**config.mk**
```make
export PLATFORM = sky130hd
export DESIGN_NAME = ctrim_bank
export DESIGN_NICKNAME = d
export VERILOG_FILES = /design/src/ctrim_apb_slave.v /design/src/ctrim_bank.v
export VERILOG_INCLUDE_DIRS = /design/src
export SDC_FILE = /design/constraint.sdc
export NUM_CORES = 1
export LEC_CHECK = 0
export BUFFER_PORTS_ARGS = -buffer_cell sky130_fd_sc_hd__buf_4
export CAP_MARGIN = 20
export CORE_MARGIN = 1.5
export CORE_UTILIZATION = 30
export DETAILED_ROUTE_END_ITERATION = 16
export PLACE_DENSITY = 0.6
export SKIP_LAST_GASP = 1
export SLEW_MARGIN = 5
export SYNTH_ARGS = -nofsm -noshare
export SYNTH_HDL_FRONTEND = slang
export SYNTH_SLANG_ARGS = --single-unit
```
**constraint.sdc**
```tcl
create_clock -name mclk -period 2.6 [get_ports mclk]
set_clock_uncertainty 0.2 [all_clocks]
set_input_delay 0.13 -clock mclk [delete_from_list [all_inputs] [get_ports mclk]]
set_output_delay 0.13 -clock mclk [all_outputs]
set_load 0.05 [all_outputs]
```
**src/ctrim_regs.vh**
```
// Register offsets, field positions, reset values and constants of the trim register bank
`ifndef CTRIM_REGS_VH
`define CTRIM_REGS_VH

// ****************************************************************
// Register indices (printed offsets, byte address is four times)
// ****************************************************************
`define CTRIM_IDX_FTEST3      10'h2F6
`define CTRIM_IDX_HTTRIM      10'h2F7
`define CTRIM_IDX_OSCTRIM_HI  10'h2F8
`define CTRIM_IDX_OSCTRIM_LO  10'h2F9
`define CTRIM_IDX_CLOCK_CONFIG_LOCK        10'h2FB
`define CTRIM_IDX_STATUS      10'h2FC

// ****************************************************************
// Field positions
// ****************************************************************
`define CTRIM_HT_OE_BIT       7
`define CTRIM_HT_TRIM_MSB     3
`define CTRIM_HT_TRIM_LSB     0
`define CTRIM_TC_MSB          15
`define CTRIM_TC_LSB          12
`define CTRIM_FREQ_MSB        9
`define CTRIM_FREQ_LSB        0
`define CTRIM_COARSE_MSB      9
`define CTRIM_COARSE_LSB      6
`define CTRIM_FINE_MSB        5
`define CTRIM_FINE_LSB        0
`define CTRIM_ST_LOCK_BIT     0
`define CTRIM_ST_OSC_UP_FLAG_BIT    1
`define CTRIM_ST_CLOCK_CONFIG_LOCK_BIT     2
`define CTRIM_ST_LOADED_BIT   3

// ****************************************************************
// Values
// ****************************************************************
`define CTRIM_UNLOCK_KEY      8'h26
`define CTRIM_HT_RESET        8'h0F
`define CTRIM_OSC_RESET       16'h0000
`define CTRIM_FTEST_RESET     8'h00
`define CTRIM_TC_OFF_A        4'h0
`define CTRIM_TC_OFF_B        4'h8
`define CTRIM_HT_WMASK        8'h8F
`define CTRIM_OSC_WMASK       16'hF3FF

`endif

```
**src/ctrim_apb_slave.v**
```verilog
// APB slave front end: decodes a read or an aligned write into a one-cycle read or write strobe
`timescale 1ns/10ps

module ctrim_apb_slave (
    input  wire        mclk,
    input  wire        sys_rst,
    input  wire        psel,
    input  wire        penable,
    input  wire        pwrite,
    input  wire [11:0] paddr,
    input  wire [31:0] pwdata,
    output reg         wrStb_r,
    output reg         rdStb_r,
    output reg  [9:0]  regIdx_r,
    output reg  [7:0]  wrData_r,
    output reg         addrOk_r
);

    // ****************************************************************
    // Capture the setup phase, act once in the first access cycle
    // ****************************************************************
    wire setupPhase = psel & ~penable;

    always @(posedge mclk) begin
        if (sys_rst) begin
            wrStb_r  <= 1'b0;
            rdStb_r  <= 1'b0;
            regIdx_r <= 10'h000;
            wrData_r <= 8'h00;
            addrOk_r <= 1'b0;
        end else begin
            wrStb_r  <= setupPhase & pwrite & (paddr[1:0] == 2'b00);
            rdStb_r  <= setupPhase & ~pwrite;
            if (setupPhase) begin
                regIdx_r <= paddr[11:2];
                wrData_r <= pwdata[7:0];
                addrOk_r <= (paddr[1:0] == 2'b00);
            end
        end
    end

endmodule // ctrim_apb_slave

```
**src/ctrim_bank.v**
```verilog
// Trim register bank of the clock unit with APB access and flash load after reset
// Functional notes
// - The factory test register is written only in special mode and read at any time.
// - The temperature trim register has the offset enable at bit 7 and the trim field at 3..0.
// - The temperature trim register is writable without protection once the flash load is done; earlier writes are ignored.
// - With offset enable 0 the temperature offset is off and the trim bits have no effect.
// - With offset enable 1 the temperature offset selected by the trim field is applied.
// - After reset release the temperature trim field is loaded from flash.
// - After reset release both oscillator trim halves are loaded from flash.
// - Oscillator trim writes are taken only while the configuration lock bit is 0.
// - An oscillator trim write while the PLL clock is selected clears lock and osc-up flags.
// - The oscillator trim holds the tempco trim at 15..12 and the frequency trim at 9..0.
// - The frequency trim splits into a coarse part 9..6 and a fine part 5..0.
// - Tempco codes 0000 and 1000 both switch tempco compensation off.
// - Writing 0x26 to the protection register clears the lock bit; any other write sets it.
//
// The implementer's own choice: the APB interface to the registers.
`timescale 1ns/10ps
`include "ctrim_regs.vh"

module ctrim_bank (
    input  wire        mclk,
    input  wire        sys_rst,
    input  wire        psel,
    input  wire        penable,
    input  wire        pwrite,
    input  wire [11:0] paddr,
    input  wire [31:0] pwdata,
    output reg  [31:0] prdata,
    output reg         pready,
    output reg         pslverr,
    input  wire        specialMode,
    input  wire        pllClockSelect,
    input  wire        pllLockSet,
    input  wire        oscUpSet,
    input  wire        flashValid,
    input  wire [3:0]  flashTempTrim,
    input  wire [15:0] flashOscTrim,
    output reg         tempOffsetEnable,
    output reg  [3:0]  tempOffsetTrim,
    output reg         tempcoCompEnable,
    output reg  [3:0]  tempcoTrim,
    output reg  [3:0]  refOscCoarseTrim,
    output reg  [5:0]  refOscFineTrim,
    output reg  [7:0]  factoryTest,
    output reg         clockConfigLock,
    output reg         pllLockFlag,
    output reg         oscUpFlag,
    output reg         trimLoaded
);

    // ****************************************************************
    // Load state machine
    // ****************************************************************
    localparam [1:0] ST_WAIT = 2'b01;
    localparam [1:0] ST_RUN  = 2'b10;

    wire        wrStb;
    wire        rdStb;
    wire [9:0]  regIdx;
    wire [7:0]  wrData;
    wire        addrOk;

    reg  [1:0]  state_r;
    reg  [1:0]  state_nxt;
    reg  [7:0]  htTrim_r;
    reg  [15:0] oscTrim_r;
    reg  [7:0]  ftest_r;
    reg         lock_r;
    reg         pllLock_r;
    reg         oscUp_r;
    reg  [7:0]  rdByte;
    reg         known;

    ctrim_apb_slave uApb (
        .mclk     (mclk),
        .sys_rst  (sys_rst),
        .psel     (psel),
        .penable  (penable),
        .pwrite   (pwrite),
        .paddr    (paddr),
        .pwdata   (pwdata),
        .wrStb_r  (wrStb),
        .rdStb_r  (rdStb),
        .regIdx_r (regIdx),
        .wrData_r (wrData),
        .addrOk_r (addrOk)
    );

    // True for tempco codes other than those that leave the oscillator at its nominal coefficient
    function tcActive;
        input [3:0] code;
        begin
            tcActive = (code != `CTRIM_TC_OFF_A) && (code != `CTRIM_TC_OFF_B);
        end
    endfunction

    function [15:0] mergeByte;
        input [15:0] oldVal;
        input [7:0]  newByte;
        input        hiHalf;
        begin
            if (hiHalf) begin
                mergeByte = {newByte, oldVal[7:0]};
            end else begin
                mergeByte = {oldVal[15:8], newByte};
            end
        end
    endfunction

    wire running  = (state_r == ST_RUN);
    wire wrHt     = running & wrStb & (regIdx == `CTRIM_IDX_HTTRIM);
    wire wrOscHi  = running & wrStb & (regIdx == `CTRIM_IDX_OSCTRIM_HI);
    wire wrOscLo  = running & wrStb & (regIdx == `CTRIM_IDX_OSCTRIM_LO);
    wire wrOscAny = wrOscHi | wrOscLo;
    wire oscTaken = wrOscAny & ~lock_r;
    wire wrProt   = running & wrStb & (regIdx == `CTRIM_IDX_CLOCK_CONFIG_LOCK);
    wire wrTest   = running & wrStb & (regIdx == `CTRIM_IDX_FTEST3);

    always @* begin
        state_nxt = state_r;
        case (state_r)
            ST_WAIT: begin
                if (flashValid) begin
                    state_nxt = ST_RUN;
                end
            end
            ST_RUN: begin
                state_nxt = ST_RUN;
            end
            default: begin
                state_nxt = ST_WAIT;
            end
        endcase
    end

    // ****************************************************************
    // Registers
    // ****************************************************************
    always @(posedge mclk) begin
        if (sys_rst) begin
            state_r   <= ST_WAIT;
            htTrim_r  <= `CTRIM_HT_RESET;
            oscTrim_r <= `CTRIM_OSC_RESET;
            ftest_r   <= `CTRIM_FTEST_RESET;
            lock_r    <= 1'b0;
            pllLock_r <= 1'b0;
            oscUp_r   <= 1'b0;
        end else begin
            state_r <= state_nxt;
            if (state_r == ST_WAIT && flashValid) begin
                htTrim_r[3:0] <= flashTempTrim;
                oscTrim_r     <= flashOscTrim & `CTRIM_OSC_WMASK;
            end
            if (wrHt) begin
                htTrim_r <= wrData & `CTRIM_HT_WMASK;
            end
            if (oscTaken) begin
                oscTrim_r <= mergeByte(oscTrim_r, wrData, wrOscHi) & `CTRIM_OSC_WMASK;
            end
            if (wrProt) begin
                lock_r <= (wrData != `CTRIM_UNLOCK_KEY);
            end
            if (wrTest && specialMode) begin
                ftest_r <= wrData;
            end
            // Set wins over the clear caused by a trim write
            if (pllLockSet) begin
                pllLock_r <= 1'b1;
            end else if (oscTaken && pllClockSelect) begin
                pllLock_r <= 1'b0;
            end
            if (oscUpSet) begin
                oscUp_r <= 1'b1;
            end else if (oscTaken && pllClockSelect) begin
                oscUp_r <= 1'b0;
            end
        end
    end

    // ****************************************************************
    // Read mux
    // ****************************************************************
    always @* begin
        rdByte = 8'h00;
        known  = 1'b1;
        case (regIdx)
            `CTRIM_IDX_FTEST3:     rdByte = ftest_r;
            `CTRIM_IDX_HTTRIM:     rdByte = htTrim_r;
            `CTRIM_IDX_OSCTRIM_HI: rdByte = oscTrim_r[15:8];
            `CTRIM_IDX_OSCTRIM_LO: rdByte = oscTrim_r[7:0];
            `CTRIM_IDX_CLOCK_CONFIG_LOCK:       rdByte = {7'h00, lock_r};
            `CTRIM_IDX_STATUS:     rdByte = {4'h0, running, lock_r, oscUp_r, pllLock_r};
            default:               known  = 1'b0;
        endcase
    end

    // ****************************************************************
    // APB answer and outputs
    // ****************************************************************
    always @(posedge mclk) begin
        if (sys_rst) begin
            prdata           <= 32'h00000000;
            pready           <= 1'b0;
            pslverr          <= 1'b0;
            tempOffsetEnable <= 1'b0;
            tempOffsetTrim   <= 4'h0;
            tempcoCompEnable <= 1'b0;
            tempcoTrim       <= 4'h0;
            refOscCoarseTrim <= 4'h0;
            refOscFineTrim   <= 6'h00;
            factoryTest      <= 8'h00;
            clockConfigLock  <= 1'b0;
            pllLockFlag      <= 1'b0;
            oscUpFlag        <= 1'b0;
            trimLoaded       <= 1'b0;
        end else begin
            pready    <= (wrStb | rdStb) & ~pready;
            pslverr   <= (wrStb | rdStb) & (~known | ~addrOk);
            if (rdStb) begin
                prdata <= {24'h000000, (known & addrOk) ? rdByte : 8'h00};
            end
            tempOffsetEnable <= htTrim_r[`CTRIM_HT_OE_BIT];
            tempOffsetTrim   <= htTrim_r[`CTRIM_HT_OE_BIT] ?
                                htTrim_r[`CTRIM_HT_TRIM_MSB:`CTRIM_HT_TRIM_LSB] : 4'h0;
            tempcoCompEnable <= tcActive(oscTrim_r[`CTRIM_TC_MSB:`CTRIM_TC_LSB]);
            tempcoTrim       <= oscTrim_r[`CTRIM_TC_MSB:`CTRIM_TC_LSB];
            refOscCoarseTrim <= oscTrim_r[`CTRIM_COARSE_MSB:`CTRIM_COARSE_LSB];
            refOscFineTrim   <= oscTrim_r[`CTRIM_FINE_MSB:`CTRIM_FINE_LSB];
            factoryTest      <= ftest_r;
            clockConfigLock  <= lock_r;
            pllLockFlag      <= pllLock_r;
            oscUpFlag        <= oscUp_r;
            trimLoaded       <= running;
        end
    end

endmodule // ctrim_bank

```
# == After elaboration in Yosys (flattened, before gate mapping) ==
# Cells that the tools add are included.
# totals
regBits,95
input_bits,74
# op_classes
n_eq_ne,13
mux,13
n_bitwise,24
reduce_logical,14
# ops
op,n
10-bit == test (second input constant),6
16-bit 2-to-1 mux,3
8-bit one-hot mux with 6 select lines,1
1-bit AND,14
4-bit 2-to-1 mux,2
8-bit 2-to-1 mux,1
8-bit by 6-bit inequality test with 1-bit output (second input constant),1
2-bit nonzero test,4
1-bit inverter,7
2-bit inequality test (second input constant),3
6-bit OR reduction,1
1-bit logical AND,4
1-bit 2-to-1 mux,4
4-bit inequality test (second input constant),1
2-bit one-hot mux with 2 select lines,1
2-bit AND reduction,2
4-bit nonzero test,1
1-bit OR,3
2-bit by 1-bit == test with 1-bit output (second input constant),1
2-bit == test (second input constant),1
2-bit logical NOT,1
2-bit 2-to-1 mux,1
2-bit OR reduction,1

# == Longest topological paths before layout ==
# logic_depth
ltp_word,8
depth_mapped,8

# == Cells and area by module ==
# A second synthesis with hierarchy kept.
# hier_totals
hier_cells,398
hier_area_um2,3768.6
# modules_own_cells
mod,instances,cells_each,area_per_inst_um2,seq_area_each_um2
ctrim_bank,1,308,3044.2,1481.4
ctrim_apb_slave,1,90,724.4,420.4

# == Worst setup path before layout ==
# OpenSTA, ideal clock, no wires.
# synth_path
kind,register -> register
start,reg state_r[0]
end,reg oscTrim_r[12]
setup_ps,119
arrival_ps,1468
required_time_ps,2281
slack_ps,813
stages_incl_launch_ff,8
path_buffers,1
period_less_slack_ps,1787
cell_sequence,dfxtp_1 inv_1 ha_1 and4bb_2 a31o_2 buf_4 o221ai_1 nor2_1
# synth_via
elab_chain_len,7
word_cells_on_any_way,12
classes_between,eq/ne (3); mux (1); bitwise (5); reduce/logical (3)
# synth_lines
element,line,source
from (decl),ctrim_bank.v:64,reg [1:0] state_r;
from (signal assigned),ctrim_bank.v:150,state_r <= state_nxt;
2-bit == test (*),ctrim_bank.v:111,wire running = (state_r == ST_RUN);
via running,ctrim_bank.v:111,
1-bit AND (*),"ctrim_bank.v:113, ctrim_bank.v:114",
1-bit AND (on tied branches),"ctrim_bank.v:113, ctrim_bank.v:114",
1-bit OR,ctrim_bank.v:115,wire wrOscAny = wrOscHi | wrOscLo;
1-bit AND,ctrim_bank.v:116,wire oscTaken = wrOscAny & ~lock_r;
2-bit inequality test (no line) or 2-bit nonzero test (tied branches),n/a,
2-bit AND reduction (no line),n/a,
to (signal assigned),ctrim_bank.v:144,oscTrim_r <= `CTRIM_OSC_RESET;
to (signal assigned),ctrim_bank.v:153,oscTrim_r <= flashOscTrim & `CTRIM_OSC_WMASK;
to (signal assigned),ctrim_bank.v:159,"oscTrim_r <= mergeByte(oscTrim_r, wrData, wrOscHi) & `CTRIM_OSC_WMASK;"
to (decl),ctrim_bank.v:67,reg [15:0] oscTrim_r;
# The timed path passes the listed nets; every way through them passes the cells marked *.
# A chain may end at the register's enable or synchronous reset.

# == Final worst setup path ==
# layout_path
start,reg state_r[0]
end,reg pllLock_r
# layout_via
elab_chain_len,7
word_cells_on_any_way,8
classes_between,eq/ne (1); bitwise (5); reduce/logical (2)
# layout_lines
element,line,source
2-bit == test (*),ctrim_bank.v:111,
via running,ctrim_bank.v:111,
1-bit AND (*),"ctrim_bank.v:113, ctrim_bank.v:114",
1-bit AND (on tied branches),"ctrim_bank.v:113, ctrim_bank.v:114",
1-bit OR (*),ctrim_bank.v:115,
1-bit AND (*),ctrim_bank.v:116,
1-bit logical AND (*),ctrim_bank.v:170,end else if (oscTaken && pllClockSelect) begin
2-bit nonzero test (no line) (*),n/a,
to (signal assigned),ctrim_bank.v:147,pllLock_r <= 1'b0;
to (signal assigned),ctrim_bank.v:169,pllLock_r <= 1'b1;
to (signal assigned),ctrim_bank.v:171,pllLock_r <= 1'b0;
to (decl),ctrim_bank.v:70,reg pllLock_r;
# Marks and branches as above.

==> key figures <==
Finish
  – Total inserted antenna cells: 0
  – Proportion of layout cells with a drive suffix above 1: 22.0%
  – Fraction of the core area covered by cells at the end of the flow: 42.4%
  – Most used cells in the layout excluding fill and tap cells: dfxtp_1, buf_4, nand2_1
  – Area growth syn-to-layout: 38.2%
  – Nets: 636

Timing
  – Final setup violation count: 0
  – Worst slew margin: 48.4%
  – Final worst path period share: 96.0%
  – Transition at the pin with the smallest max-transition slack: 0.774 ns
  – RSZ-0062 raised after global routing: false
  – Peak Freq: 0.401 GHz
  – Hold violation count in the final report: 0
  – Setup TNS: 0 ns
  – Slew Limit Fails: 0
  – Min Tclk post-route: 2.50 ns

Detailed routing
  – DRC violation count after routing: 0
  – First drt pass iteration count: 4
  – Overall via count from detail_route: 3450
  – Remaining antenna violation count after routing: 0
  – Total Wirelength: 10.8 mm
  – Detail-routed net length per standard cell: 14.7 um
  – Detailed-route vias per instance: 4.69
  – Iteration-0 DRC count of the detailed router: 249

Power
  – Power density relative to cell area: 692 nW/um^2
  – Leakage: 2.27 nW
  – Worst vdd rail ir drop: 0.000267 V

Floorplan
  – Top-level port count: 140
  – Std-Cell Rows: 41
  – Core Area: 12600 um^2
  – Die Wd: 117 um
  – Area enclosed by the die boundary: 13600 um^2
  – Effective utilization at floorplan: 30.7%
  – Die Span Y: 117 um

Critical path
  – Crit-path max FO: 5
  – Category of the worst setup path launch point: flop
  – Crit Path Category: flop to flop
  – Worst Setup End Kind: flop
  – Critical path arrival: 2.52 ns
  – Crit path required time: 2.63 ns

Yosys
  – Synthesized area: 3870 um^2
  – Number of distinct library cells after synthesis: 47
  – Per-instance average area after synthesis: 9.02 um^2
  – Synth warn: 0
  – Flops & latches, synth: 95
  – Async set or reset register ratio after synthesis: 0%
  – Most common flop cell mapped by yosys: dfxtp_1
  – Part of the Yosys area used for sequential elements: 49.2%
  – Count of flip-flops with a built-in enable after synthesis: 0
  – Synthesized netlist cell count: 429

Clock tree
  – Cells resized by post-CTS repair: 0
  – Total setup buffers inserted after CTS: 0
  – CTS tree: built
  – CTS root buffer: clkbuf_16
  – Clk sink count: 95
  – Number of H-tree levels: 3
  – Number of buffers created by CTS: 9
  – Clock latency at the later pin of the worst-skew pair: 0.35 ns
  – Maximum clock insertion buffer count: 2
  – Clock transition at the register clock pins on the worst setup and hold paths after CTS: 0.07 ns

Run status
  – Run status: completed

Flow run
  – Count of max-cap constraint violations: 0

Placed design
  – Detailed-placement wirelength estimate: 7.77 mm
  – Number of buffers added on ports: 89
  – RD Place Congestion: 0.882

Global routing
  – Maximum number of pins on one net before global-route repair: 38
  – Number of antenna violations at the first check in global routing: 0
  – Wire length of the first global-routing pass: 16.3 mm
  – GRT Total Usage: 16.1%
  – Via count of the first global-routing pass: 3242
  – Total global routing overflow: 0

Worst hold path
  – Worst min path class: input port to flop
## power breakdown
part	internal, W	switching, W	total [W]	leakage (nW)
sequential	0.00159	0.000104	0.00170	0.774
clock	0.000680	0.000564	0.00124	0.141
combinational	0.000297	0.000464	0.000761	1.36
total	0.00257	0.00113	0.00370	2.27
## path summary, 6_finish.rpt
path,start,to,slack [ns],cells past startpoint
max reg2reg,state_r[0],pllLock_r,0.10,8
min,flashTempTrim[2],htTrim_r[2],0.02,4
min reg2reg,pready,pready,0.23,1
max,state_r[0],pllLock_r,0.10,8
## kinds of logic after synthesis
kind of cell	share of synthesized area (%)
AO/OA/AOI/OAI	12.3
adder cells (fa/ha/maj)	0.647
buffers and inverters	7.70
flip-flops	49.2
multiplexers	4.75
other	0.0969
AND/OR/NAND/NOR	25.4
## per-stage QoR
step / cells / hold WS [ns] / area [um^2] / setup WS (ns) / total power [W]
finish: 736 / 0.0187 / 5350 / 0.105 / 0.00370
global route: 736 / 0.0319 / 5350 / 0.0390 / 0.00387
CTS: 734 / 0.0102 / 5330 / 0.187 / 0.00373
detailed placement: 674 / 0.116 / 4600 / 0.571 / 0.00243
global placement: 674 / 0.112 / 4600 / 0.618 / 0.00241
floorplan: 452 / 0.00679 / 3960 / 0.813 / 0.00222
## worst max-delay path, cell delays in order (launching register included)
cell	delay (ns)
dfxtp_1	0.31
inv_1	0.07
ha_1	0.30
nand4bb_1	0.22
nor3_1	0.38
nand2_1	0.13
a21oi_1	0.16
dlygate4sd3_1	0.57
nor2_1	0.04
## flip-flops by register name, indices dropped and copies added (netlist names), 2 cells and up
name              cells
factoryTest           8
refOscFineTrim        6
state_r               2
prdata                8
ftest_r               8
tempcoTrim            4
uApb.regIdx_r        10
oscTrim_r            14
uApb.wrData_r         8
tempOffsetTrim        4
refOscCoarseTrim      4
htTrim_r              5
## final cells by class
cell class | count | area [um^2]
fillers | 1263 | 7270
flip-flops and latches | 95 | 1900
multi-input cells | 308 | 1760
repair buffers | 141 | 1170
clock buffers | 10 | 239
well taps | 172 | 215
clock inverters | 5 | 42.5
inverters | 5 | 18.8
## cell usage after synthesis (4+ instances only)
cell | number | share of area [%]
a21oi_1 | 32 | 4.1
a31oi_1 | 4 | 0.65
o21ai_1 | 4 | 0.52
clkbuf_1 | 11 | 1.1
nor2_1 | 37 | 3.6
inv_1 | 5 | 0.49
and3_1 | 4 | 0.65
o21ai_0 | 15 | 1.9
nor2b_1 | 29 | 4.7
nor3_1 | 10 | 1.3
nand2_1 | 68 | 6.6
buf_2 | 4 | 0.52
a22oi_1 | 4 | 0.78
buf_4 | 27 | 5.2
mux2i_1 | 15 | 3.9
dfxtp_1 | 95 | 49
a211oi_1 | 4 | 0.78
o221ai_1 | 6 | 1.4
nand3_1 | 4 | 0.52
nand4_1 | 7 | 1.1
and2_1 | 6 | 0.97
## repair_timing
item,CTS,global route
hold endpoints to repair,64,5
hold buffers,45,1
endpoints found under the setup margin,0,0
## metal layers
metal  up-vias  track usage, %  share of wire, %
met5         -               0                 0
met2       137            25.2                45
met4         0            7.23               2.4
met1      1593            21.0                46
met3        22            4.00               7.2
li1       1698               -                 -
Note: power is estimated with default switching activity, not from simulation.
